## src/rtl/srs_map.svh

```systemverilog
// Offsets, field positions, reset values and counts of the sequencer
// Behaviour
// - Bus clock is oscillator clock divided by four
// - Power-on or low supply: 4096-cycle hold, clocks off
// - Then 64 more cycles of internal reset
// - Stop keeps clocks off until delay; wait stops CPU
// - Every reset fetches user or monitor vector
// - Internal reset returns registers to defaults
// - Internal reset clears counter, sets cause bit
// - Reset pin halts; flag after minimum low time
// - Watchdog reset input passes a two-stage synchroniser
// - Power-on sets its flag, clears the rest
// - Watchdog overflow resets and sets its flag
// - Write to service address clears watchdog, upper counter
// - Counter overflow clocks the watchdog counter
// - Watchdog off only by monitor high-voltage gate
// - Illegal instruction sets flag and resets
// - Stop with stop disabled is illegal opcode
// - Only unmapped opcode fetch causes address reset
// - Erased vectors reset and force monitor mode
// - Enabled low supply resets, holds until recovery
// - Twelve-bit counter supplies watchdog clock
// - Stop clears counter; recovery 32 or 4096
// - Counter runs freely after reset states
// - Stop left by reset uses long recovery
`ifndef SRS_MAP_SVH
`define SRS_MAP_SVH
`define SRS_OFF_CAUSE     8'h00
`define SRS_OFF_CONFIG    8'h04
`define SRS_OFF_STATUS    8'h08
`define SRS_CFG_STOP_EN   0
`define SRS_CFG_SHORT_REC 1
`define SRS_CFG_PWR_DIS   2
`define SRS_CFG_RST_DIS   3
`define SRS_CFG_RESET     4'h0
`define SRS_C_POR         7
`define SRS_C_PIN         6
`define SRS_C_WDG         5
`define SRS_C_BAD_OP      4
`define SRS_C_BAD_ADDR    3
`define SRS_C_BLANK       2
`define SRS_C_LOW_SUP     1
`define SRS_LONG_LAST     12'hFFF
`define SRS_SHORT_LAST    12'h01F
`define SRS_PHASE_LAST    12'h03F
`define SRS_PHASE_LEN     7'h40
`define SRS_VEC_USER      16'hFFFE
`define SRS_VEC_MON       16'hFEFE
`define SRS_SERVICE_ADDR  16'hFFFF
`define SRS_ERASED        8'hFF
`define SRS_PIN_MIN       4'h8
`define SRS_DIV_LAST      2'h3
`define SRS_WDG_LAST      8'hFF
`endif

```

## src/rtl/srs_pkg.sv

```systemverilog
// Types shared by the reset and clock sequencer
package srs_pkg;
    typedef enum logic [2:0] {
        ST_LONG    = 3'b000,
        ST_RUN     = 3'b001,
        ST_HOLD    = 3'b010,
        ST_PHASE   = 3'b011,
        ST_PIN     = 3'b100,
        ST_STOP    = 3'b101,
        ST_STOPREC = 3'b110,
        ST_WAIT    = 3'b111
    } srs_state_t;

    typedef struct packed {
        logic        illegal_op;
        logic        stop_exec;
        logic        wait_exec;
        logic        opc_fetch;
        logic        addr_unmapped;
        logic        vec_fetch;
        logic        wr_stb;
        logic [15:0] addr;
        logic [7:0]  data;
    } srs_cpu_t;

    typedef struct packed {
        srs_state_t  st;
        logic [11:0] cnt;
        logic [1:0]  div;
        logic [7:0]  wdg;
        logic [7:0]  cause;
        logic [3:0]  cfg;
        logic        forced_mon;
        logic        stop_rst;
        logic [3:0]  pin_cnt;
        logic        pin_s1;
        logic        pin_s2;
        logic        wd_s1;
        logic        wd_s2;
        logic        released;
        logic        cpu_en;
        logic        per_en;
        logic        wdg_tick;
        logic [15:0] vec;
        logic        pready;
        logic        pslverr;
        logic [31:0] prdata;
    } srs_regs_t;
endpackage : srs_pkg

```

## src/rtl/srs_seq.sv

```systemverilog
// Reset and clock sequencer with APB register access
`timescale 1ns/1ps
`include "srs_map.svh"

module srs_seq
(
    input  logic                CORE_CLK,
    input  logic                RSTN,
    input  logic                PSEL,
    input  logic                PENABLE,
    input  logic                PWRITE,
    input  logic [7:0]          PADDR,
    input  logic [31:0]         PWDATA,
    output logic [31:0]         PRDATA,
    output logic                PREADY,
    output logic                PSLVERR,
    input  srs_pkg::srs_cpu_t   CPU_EVT,
    input  logic                WAKE_IRQ,
    input  logic                POR_PULSE,
    input  logic                LOW_SUPPLY_DET,
    input  logic                RST_PIN_N,
    input  logic                WDG_RESET_IN,
    input  logic                IRQ_HV,
    input  logic                MONITOR_MODE,
    output logic                CPU_CLK_EN,
    output logic                PERIPH_CLK_EN,
    output logic                INTERNAL_RESET_N,
    output logic [15:0]         VECTOR_ADDR,
    output logic                MONITOR_FORCED,
    output logic                WDG_CLK_PULSE
);

    srs_pkg::srs_regs_t s_q;
    srs_pkg::srs_regs_t s_d;

    logic        bus_tick;
    logic        wdg_off;
    logic        run_st;
    logic        in_stop;
    logic        por_ev;
    logic        low_ev;
    logic        pin_low;
    logic        wdg_ev;
    logic        bad_op_ev;
    logic        bad_adr_ev;
    logic        blank_ev;
    logic        soft_ev;
    logic        apb_acc;
    logic        apb_hit;
    logic [11:0] rec_last;

    // Next state of the whole sequencer
    always_comb
    begin
        s_d = s_q;
        apb_hit = 1'b0;

        // Two-stage synchronisers; pin stored inverted so reset means high
        s_d.pin_s1 = ~RST_PIN_N;
        s_d.pin_s2 = s_q.pin_s1;
        s_d.wd_s1  = WDG_RESET_IN;
        s_d.wd_s2  = s_q.wd_s1;

        // Divide-by-four enable for the bus clocks
        s_d.div  = s_q.div + 2'h1;
        bus_tick = (s_q.div == `SRS_DIV_LAST);

        // Gating and event decode
        wdg_off = IRQ_HV & MONITOR_MODE;
        run_st  = (s_q.st == srs_pkg::ST_RUN);
        in_stop = (s_q.st == srs_pkg::ST_STOP) |
                  (s_q.st == srs_pkg::ST_STOPREC);
        por_ev  = POR_PULSE;
        low_ev  = LOW_SUPPLY_DET &
                  ~s_q.cfg[`SRS_CFG_PWR_DIS] &
                  ~s_q.cfg[`SRS_CFG_RST_DIS];
        pin_low = s_q.pin_s2;
        wdg_ev  = ~wdg_off & (s_q.wd_s2 |
                  (s_q.wdg_tick &
                   (s_q.wdg == `SRS_WDG_LAST)));
        bad_op_ev = run_st & (CPU_EVT.illegal_op |
                    (CPU_EVT.stop_exec &
                     ~s_q.cfg[`SRS_CFG_STOP_EN]));
        bad_adr_ev = run_st & CPU_EVT.opc_fetch &
                     CPU_EVT.addr_unmapped;
        blank_ev = run_st & CPU_EVT.vec_fetch &
                   (CPU_EVT.data == `SRS_ERASED);
        soft_ev = wdg_ev | bad_op_ev | bad_adr_ev | blank_ev;
        rec_last = s_q.cfg[`SRS_CFG_SHORT_REC] ?
                   `SRS_SHORT_LAST : `SRS_LONG_LAST;

        // Watchdog counter advances on each counter overflow unless the watchdog is gated off
        if (s_q.wdg_tick && !wdg_off)
        begin
            s_d.wdg = s_q.wdg + 8'h01;
        end

        // APB access phase: answer one cycle after it opens
        apb_acc   = PSEL & PENABLE & ~s_q.pready;
        s_d.pready  = apb_acc;
        s_d.pslverr = 1'b0;
        if (apb_acc)
        begin
            s_d.prdata = 32'h0000_0000;
            case (PADDR)
                `SRS_OFF_CAUSE:
                begin
                    apb_hit = 1'b1;
                    if (!PWRITE)
                    begin
                        s_d.prdata = {24'h00_0000, s_q.cause};
                        s_d.cause  = 8'h00;           // Read clears
                    end
                end
                `SRS_OFF_CONFIG:
                begin
                    apb_hit = 1'b1;
                    if (PWRITE)
                    begin
                        s_d.cfg = PWDATA[3:0];
                    end
                    else
                    begin
                        s_d.prdata = {28'h000_0000, s_q.cfg};
                    end
                end
                `SRS_OFF_STATUS:
                begin
                    apb_hit = 1'b1;
                    s_d.prdata = {8'h00, s_q.wdg, s_q.cnt,
                                  1'b0, s_q.st};
                end
                default:
                begin
                    apb_hit = 1'b0;
                end
            endcase
            s_d.pslverr = ~apb_hit;
        end

        // Reset sources by priority, then normal sequencing
        if (por_ev)
        begin
            s_d.cause = 8'h01 << `SRS_C_POR;
            s_d.st    = srs_pkg::ST_LONG;
            s_d.cnt   = 12'h000;
            s_d.wdg   = 8'h00;
            s_d.cfg   = `SRS_CFG_RESET;
            s_d.forced_mon = 1'b0;
            s_d.stop_rst   = 1'b0;
        end
        else if (low_ev)
        begin
            s_d.cause[`SRS_C_LOW_SUP] = 1'b1;
            s_d.st  = srs_pkg::ST_HOLD;
            s_d.cnt = 12'h000;
            s_d.wdg = 8'h00;
            s_d.cfg = `SRS_CFG_RESET;
            s_d.stop_rst = 1'b0;
        end
        else if (pin_low)
        begin
            s_d.st  = srs_pkg::ST_PIN;
            s_d.cnt = 12'h000;
            s_d.wdg = 8'h00;
            s_d.cfg = `SRS_CFG_RESET;
            if (in_stop)
            begin
                s_d.stop_rst = 1'b1;
            end
            if (s_q.pin_cnt != `SRS_PIN_MIN)
            begin
                s_d.pin_cnt = s_q.pin_cnt + 4'h1;
            end
            else
            begin
                s_d.cause[`SRS_C_PIN] = 1'b1;
            end
        end
        else if (soft_ev)
        begin
            // Set wins over a read clear in the same cycle
            if (wdg_ev)
            begin
                s_d.cause[`SRS_C_WDG] = 1'b1;
            end
            if (bad_op_ev)
            begin
                s_d.cause[`SRS_C_BAD_OP] = 1'b1;
            end
            if (bad_adr_ev)
            begin
                s_d.cause[`SRS_C_BAD_ADDR] = 1'b1;
            end
            if (blank_ev)
            begin
                s_d.cause[`SRS_C_BLANK] = 1'b1;
                s_d.forced_mon = 1'b1;
            end
            s_d.cnt = 12'h000;
            s_d.wdg = 8'h00;
            s_d.cfg = `SRS_CFG_RESET;
            s_d.stop_rst = 1'b0;
            s_d.st  = in_stop ? srs_pkg::ST_LONG :
                                srs_pkg::ST_PHASE;
        end
        else
        begin
            s_d.pin_cnt = 4'h0;
            case (s_q.st)
                srs_pkg::ST_LONG:
                begin
                    s_d.cnt = s_q.cnt + 12'h001;
                    if (s_q.cnt == `SRS_LONG_LAST)
                    begin
                        s_d.st  = srs_pkg::ST_PHASE;
                        s_d.cnt = 12'h000;
                        s_d.stop_rst = 1'b0;
                    end
                end
                srs_pkg::ST_HOLD:
                begin
                    s_d.st  = srs_pkg::ST_LONG;
                    s_d.cnt = 12'h000;
                end
                srs_pkg::ST_PHASE:
                begin
                    s_d.cnt = s_q.cnt + 12'h001;
                    if (s_q.cnt == `SRS_PHASE_LAST)
                    begin
                        s_d.st = srs_pkg::ST_RUN;
                    end
                end
                srs_pkg::ST_PIN:
                begin
                    s_d.cnt = 12'h000;
                    s_d.st  = s_q.stop_rst ?
                              srs_pkg::ST_LONG :
                              srs_pkg::ST_PHASE;
                end
                srs_pkg::ST_RUN:
                begin
                    s_d.cnt = s_q.cnt + 12'h001;
                    if (CPU_EVT.wr_stb &&
                        CPU_EVT.addr == `SRS_SERVICE_ADDR)
                    begin
                        s_d.wdg = 8'h00;
                        s_d.cnt[11:4] = 8'h00;
                    end
                    if (CPU_EVT.stop_exec)
                    begin
                        s_d.st  = srs_pkg::ST_STOP;
                        s_d.cnt = 12'h000;
                    end
                    else if (CPU_EVT.wait_exec)
                    begin
                        s_d.st = srs_pkg::ST_WAIT;
                    end
                end
                srs_pkg::ST_WAIT:
                begin
                    s_d.cnt = s_q.cnt + 12'h001;
                    if (WAKE_IRQ)
                    begin
                        s_d.st = srs_pkg::ST_RUN;
                    end
                end
                srs_pkg::ST_STOP:
                begin
                    s_d.cnt = 12'h000;
                    if (WAKE_IRQ)
                    begin
                        s_d.st = srs_pkg::ST_STOPREC;
                    end
                end
                srs_pkg::ST_STOPREC:
                begin
                    s_d.cnt = s_q.cnt + 12'h001;
                    if (s_q.cnt == rec_last)
                    begin
                        s_d.st = srs_pkg::ST_RUN;
                    end
                end
                default:
                begin
                    s_d.st = srs_pkg::ST_LONG;
                end
            endcase
        end

        // Registered outputs derived from the next state, except the watchdog tick, which comes from the present state
        s_d.wdg_tick = (s_q.cnt == `SRS_LONG_LAST) &
                       (run_st |
                        (s_q.st == srs_pkg::ST_WAIT));
        s_d.released = (s_d.st == srs_pkg::ST_RUN) |
                       (s_d.st == srs_pkg::ST_WAIT) |
                       (s_d.st == srs_pkg::ST_STOP) |
                       (s_d.st == srs_pkg::ST_STOPREC);
        s_d.cpu_en = bus_tick &
                     ((s_d.st == srs_pkg::ST_RUN) |
                      (s_d.st == srs_pkg::ST_PHASE));
        s_d.per_en = bus_tick &
                     ((s_d.st == srs_pkg::ST_RUN) |
                      (s_d.st == srs_pkg::ST_WAIT) |
                      (s_d.st == srs_pkg::ST_PHASE));
        s_d.vec = s_d.forced_mon ? `SRS_VEC_MON :
                                   `SRS_VEC_USER;
    end

    // State register; reset starts the power-on hold
    always_ff @(posedge CORE_CLK or negedge RSTN)
    begin
        if (!RSTN)
        begin
            s_q <= '0;
        end
        else
        begin
            s_q <= s_d;
        end
    end

    // Outputs straight from the state register
    assign PRDATA           = s_q.prdata;
    assign PREADY           = s_q.pready;
    assign PSLVERR          = s_q.pslverr;
    assign CPU_CLK_EN       = s_q.cpu_en;
    assign PERIPH_CLK_EN    = s_q.per_en;
    assign INTERNAL_RESET_N = s_q.released;
    assign VECTOR_ADDR      = s_q.vec;
    assign MONITOR_FORCED   = s_q.forced_mon;
    assign WDG_CLK_PULSE    = s_q.wdg_tick;

    // Helper count of cycles spent in the 64-cycle phase
    logic [6:0] ph_len_q;
    always_ff @(posedge CORE_CLK or negedge RSTN)
    begin
        if (!RSTN)
        begin
            ph_len_q <= 7'h00;
        end
        else
        begin
            ph_len_q <= (s_q.st == srs_pkg::ST_PHASE) ?
                        ph_len_q + 7'h01 : 7'h00;
        end
    end
endmodule : srs_seq

```

## config.mk

```make
export PLATFORM = sky130hd
export DESIGN_NAME = srs_seq
export DESIGN_NICKNAME = d
export VERILOG_FILES = /design/src/rtl/srs_pkg.sv /design/src/rtl/srs_seq.sv
export VERILOG_INCLUDE_DIRS = /design/src /design/src/rtl
export SDC_FILE = /design/constraint.sdc
export NUM_CORES = 1
export LEC_CHECK = 0
export ABC_AREA = 1
export BUFFER_PORTS_ARGS = -buffer_cell sky130_fd_sc_hd__buf_2
export CORE_MARGIN = 3
export CORE_UTILIZATION = 48
export DETAILED_ROUTE_END_ITERATION = 10
export PLACE_DENSITY = 0.77
export RECOVER_POWER = 25
export SLEW_MARGIN = 20
export SYNTH_ARGS = -nofsm -noshare
export SYNTH_HDL_FRONTEND = slang
export SYNTH_SLANG_ARGS = --single-unit
```

## constraint.sdc

```tcl
create_clock -name CORE_CLK -period 1.9 [get_ports CORE_CLK]
set_input_delay 0.19 -clock CORE_CLK [delete_from_list [all_inputs] [get_ports CORE_CLK]]
set_output_delay 0.19 -clock CORE_CLK [all_outputs]
set_load 0.1 [all_outputs]
```

# [Yosys cells after proc, flatten, opt, wreduce, memory -nomap -nowiden]
# Index checks and enable logic that the tools add are counted.
[totals] out_inout_bits=55 ff_bits=95
[op_classes] addsub=4 n_bitwise=37 n_eq_ne=27 n_mux=64 reduce_logical=20
[op_table] op="$pmux W15 S8" n=1
[op_table] op="$mux W8" n=11
[op_table] op="$mux W15" n=5
[op_table] op="$pmux W24 S3" n=1
[op_table] op="$mux W12" n=3
[op_table] op="$mux W4" n=9
[op_table] op="$mux W33" n=1
[op_table] op="$reduce_bool A5 Y1" n=5
[op_table] op="$eq A3 B3 Y1 const B" n=7
[op_table] op="$mux W1" n=19
[op_table] op="$mux W3" n=6
[op_table] op="$and A1 B1 Y1" n=16
[op_table] op="$eq A16 B16 Y1 const B" n=1
[op_table] op="$eq A8 B8 Y1 const B" n=2
[op_table] op="$mux W5" n=3
[op_table] op="$add A12 B1 Y12 const B" n=1
[op_table] op="$eq A12 B12 Y1" n=1
[op_table] op="$eq A12 B12 Y1 const B" n=1
[op_table] op="$eq A12 B6 Y1 const B" n=1
[op_table] op="$mux W6" n=2
[op_table] op="$or A1 B1 Y1" n=12
[op_table] op="$reduce_and A3 Y1" n=4
[op_table] op="$eq A3 B2 Y1 const B" n=3
[op_table] op="$mux W9" n=1
[op_table] op="other kinds (22)" n=36

# [Depth between registers and ports, before layout]
[depth] depth_word=15 depth_mapped=15

# [Worst setup path before layout]
# OpenSTA, ideal clock, no wires.
[synth_timing] path_kind="reg2reg" startpoint="register s_q (netlist bit PREADY)" endpoint="register s_q (netlist bit PRDATA[21])" setup_ns=0.096 t_arrival_ns=2.041 t_required_ns=1.804 setup_slack_ns=-0.237 path_stages_with_launch=7 n_path_buf=2 path_cell_list="dfrtp_1 -> nor2_1 -> inv_1 -> clkbuf_1 -> clkbuf_1 -> nand2_1 -> o31ai_1"
[synth_between] elab_chain_len=2
[synth_rtl] element="from (decl)" line="srs_seq.sv:33" source="srs_pkg::srs_regs_t s_q;"
[synth_rtl] element="from (signal assigned)" line="srs_seq.sv:315" source="s_q <= '0;"
[synth_rtl] element="from (signal assigned)" line="srs_seq.sv:319" source="s_q <= s_d;"
[synth_rtl] element="$not A1 Y1" line="srs_seq.sv:99" source="apb_acc = PSEL & PENABLE & ~s_q.pready;"
[synth_rtl] element="$and A1 B1 Y1" line="srs_seq.sv:99"
# No other way between the ends.
# A chain may end at the register's enable or synchronous reset.

==> impl_metrics.py <==
metrics = {
    "final_layout": {
        "antennaDiodeCount": 0,
        "fin_nets": 695,
        "area_growth_pct": 12.7,
        "drive_gt1_share_pct": 25.8,
        "multiInputGateArea_mm2": 0.00175,
        "fillers": 817,
        "register_area_mm2": 0.00196,
    },
    "critical_path": {
        "cp_max_fo": 6,
        "crit_path_start_kind": "register",
        "path_class": "reg -> reg",
        "critPathArrivalTime_ns": 1.97,
        "reg2reg_depth": 14,
        "cp-end-kind": "register",
        "cp.required_ns": 2.13,
    },
    "logic_synthesis": {
        "syn_area_per_cell_um2": 8.13,
        "ys.flop_type": "dfrtp_1",
        "synth-seq-area-share_pct": 44.9,
        "synth_edf_count": 0,
        "async_flop_share_pct": 100,
        "yosysWarnings": 0,
        "synthCells": 535,
        "synth.distinct_cells": 42,
        "ys_seq_elements": 78,
        "netlist_area_mm2": 0.00435,
    },
    "sta": {
        "hold_violations": 0,
        "slew_violations": 0,
        "tightest_slew_ns": 1.03,
        "period_needed_ns": 1.73,
        "setup_viol": 0,
        "finalSetupTns_ns": 0,
        "rsz0062_at_grt": "false",
        "finalCritPeriodShare_pct": 91.3,
        "fin_skew_ns": 0.0161,
        "fmax_mhz": 577,
        "relSlewSlack_pct": 31.4,
    },
    "detailed_routing": {
        "postRouteAntennaNets": 0,
        "drc_errors": 0,
        "vias": 3542,
        "first_pass_iters": 4,
        "wl_per_cell_um": 12.5,
        "drt-total-wl_um": 9000,
        "via_per_inst": 4.92,
        "first_iter_violations": 171,
    },
    "place": {
        "place_congestion": 0.912,
        "dp_hpwl_um": 6840,
        "portBuffers": 100,
    },
    "grt": {
        "antenna_found_initial": 0,
        "grt_max_degree": 79,
        "grt_pass1_vias": 3386,
        "grt_first_pass_wirelength_um": 15000,
        "grt_overflow": 0,
        "grt_use_total_pct": 18.2,
    },
    "power_and_ir_drop": {
        "p_clk_share_pct": 35.7,
        "switching_share_pct": 30.2,
        "p_int_uw": 2460,
        "irDropWorstVdd_v": 0.000328,
        "p_sw_uw": 1070,
        "p_seq_share_pct": 48.9,
        "cellLeakagePower_uw": 0.00247,
        "comb_power_share_pct": 15.3,
        "p_per_area_mw_per_mm2": 719,
        "fin_total_pwr_uw": 3530,
    },
    "floorplanning": {
        "chipWidth_um": 101,
        "die-area_mm2": 0.0102,
        "die_h_um": 101,
        "num_rows": 34,
        "start_util_pct": 49.6,
        "io_pins": 138,
        "core_area_mm2": 0.00876,
    },
    "job": {
        "maxCapViolCount": 0,
    },
    "cts": {
        "clock_latency_ns": 0.36,
        "cts_tree": "built",
        "root_buffer": "clkbuf_8",
        "clockBufferDepth": 2,
        "h-tree-depth": 3,
        "clk_pin_slew_ns": 0.08,
        "cts_buffers": 9,
        "clock_sinks": 78,
    },
    "worst_hold_path": {
        "hold_depth": 3,
        "hold_class": "in -> reg",
    },
    "run_status": {
        "status": "complete, no violations",
    },
}
==> cell usage in the layout, fill, tap and decap left out, types with 11 or more instances in the layout <==
cell type / n
nand2_1: 124
buf_2: 99
dfrtp_1: 75
inv_1: 65
nor2_1: 56
nand3_1: 24
a21oi_1: 17
o31ai_1: 15
xor2_1: 14
nand4_1: 11
==> cell usage after synthesis, drive strengths merged, types with 5 or more instances <==
| master | instances | area (um^2) |
|---|---|---|
| nor3 | 12 | 90.1 |
| nand2 | 131 | 512 |
| clkbuf | 8 | 30.0 |
| o31ai | 15 | 113 |
| xor2 | 14 | 123 |
| buf | 50 | 385 |
| a21oi | 18 | 93.8 |
| ha | 5 | 62.6 |
| inv | 69 | 259 |
| o21ai | 12 | 63.8 |
| nor2 | 64 | 282 |
| nand4 | 11 | 68.8 |
| nand3 | 26 | 148 |
| dfrtp | 78 | 1950 |
==> area by class of cell <==
type | instances | area share, %
multi-input combinational | 337 | 35.8
clock buffer | 11 | 2.88
timing repair buffer | 111 | 12.1
tap | 108 | 2.76
inverter | 70 | 5.36
clock inverter | 5 | 1.20
sequential | 78 | 39.9
==> state kept, by name, indices dropped and copies added, names as in the netlist <==
signal            count
CPU_CLK_EN            1
INTERNAL_RESET_N      1
MONITOR_FORCED        1
PERIPH_CLK_EN         1
PRDATA               24
PREADY                1
PSLVERR               1
VECTOR_ADDR           2
WDG_CLK_PULSE         1
pin_low               1
s_d                   2
s_q                  42
==> worst paths after layout <==
check                              endpoint  slack, ns  startpoint
hold reg to reg                     pin_low       0.35     s_d[56]
hold / removal                      s_q[67]       0.11   PWDATA[3]
min in group asynchronous        PRDATA[18]       0.68        RSTN
setup reg to reg           INTERNAL_RESET_N       0.17     s_q[99]
max in group asynchronous           s_q[99]       0.47        RSTN
setup / recovery           INTERNAL_RESET_N       0.17     s_q[99]
==> kinds of logic (layout without fill, tap and decap cells) <==
kind of cell | count (synthesis) | after routing | synth area share, %
AOI/OAI and AO/OA | 57 | 57 | 8.29
buffers and inverters | 128 | 197 | 15.6
and+or+nand+nor | 250 | 250 | 26.6
xor gates and xnor gates | 15 | 15 | 3.02
adders and majority gates | 5 | 5 | 1.44
other | 2 | 10 | 0.173
DFF | 78 | 78 | 44.9
==> timing repair <==
item,CTS,global route
setup endpoints to repair,0,5
setup buffers,0,3
resized for setup,0,3
hold buffers,3,0
hold endpoints to repair,80,0
==> worst max-delay path, stage by stage (launching register included) <==
cell and delay (ns):
dfrtp_2 0.45, inv_2 0.09, nand2_2 0.06, nor2_4 0.17, nand2_1 0.09, nor2_2 0.12, nor2_2 0.06, nand2_4 0.13
inv_1 0.07, nand2_1 0.06, nand2_1 0.06, nand2_2 0.07, nand2_1 0.06, nand2_1 0.06, nand2_1 0.06
==> layer usage <==
| metal | routed length (um) | global-route usage [%] |
|---|---|---|
| met5 | 0 | 0 |
| met4 | 136 | 5.62 |
| met3 | 634 | 4.75 |
| met2 | 4320 | 30.0 |
| met1 | 3910 | 23.5 |
==> power by group through the flow <==
stage,Clock (uW),Sequential [uW],Combinational [uW]
6_report,1260,1730,540
3_3_place_gp,0,1760,526
3_5_place_dp,0,1760,539
4_1_cts,1290,1720,546
5_1_grt,1360,1730,591
2_1_floorplan,0,1780,399
==> metrics by stage <==
step	hold slack [ns]	worst slack (ns)	instances	util, %	area [um^2]
after floorplan	-0.106	0.0871	543	-	4380
after global placement	0.242	0.177	698	53.1	4650
after detailed placement	0.244	0.127	698	53.1	4650
after CTS	0.0973	0.106	717	55.7	4880
after global routing	0.0984	0.00282	720	55.9	4900
final	0.106	0.166	720	55.9	4900
(Power assumes the default switching activity.)
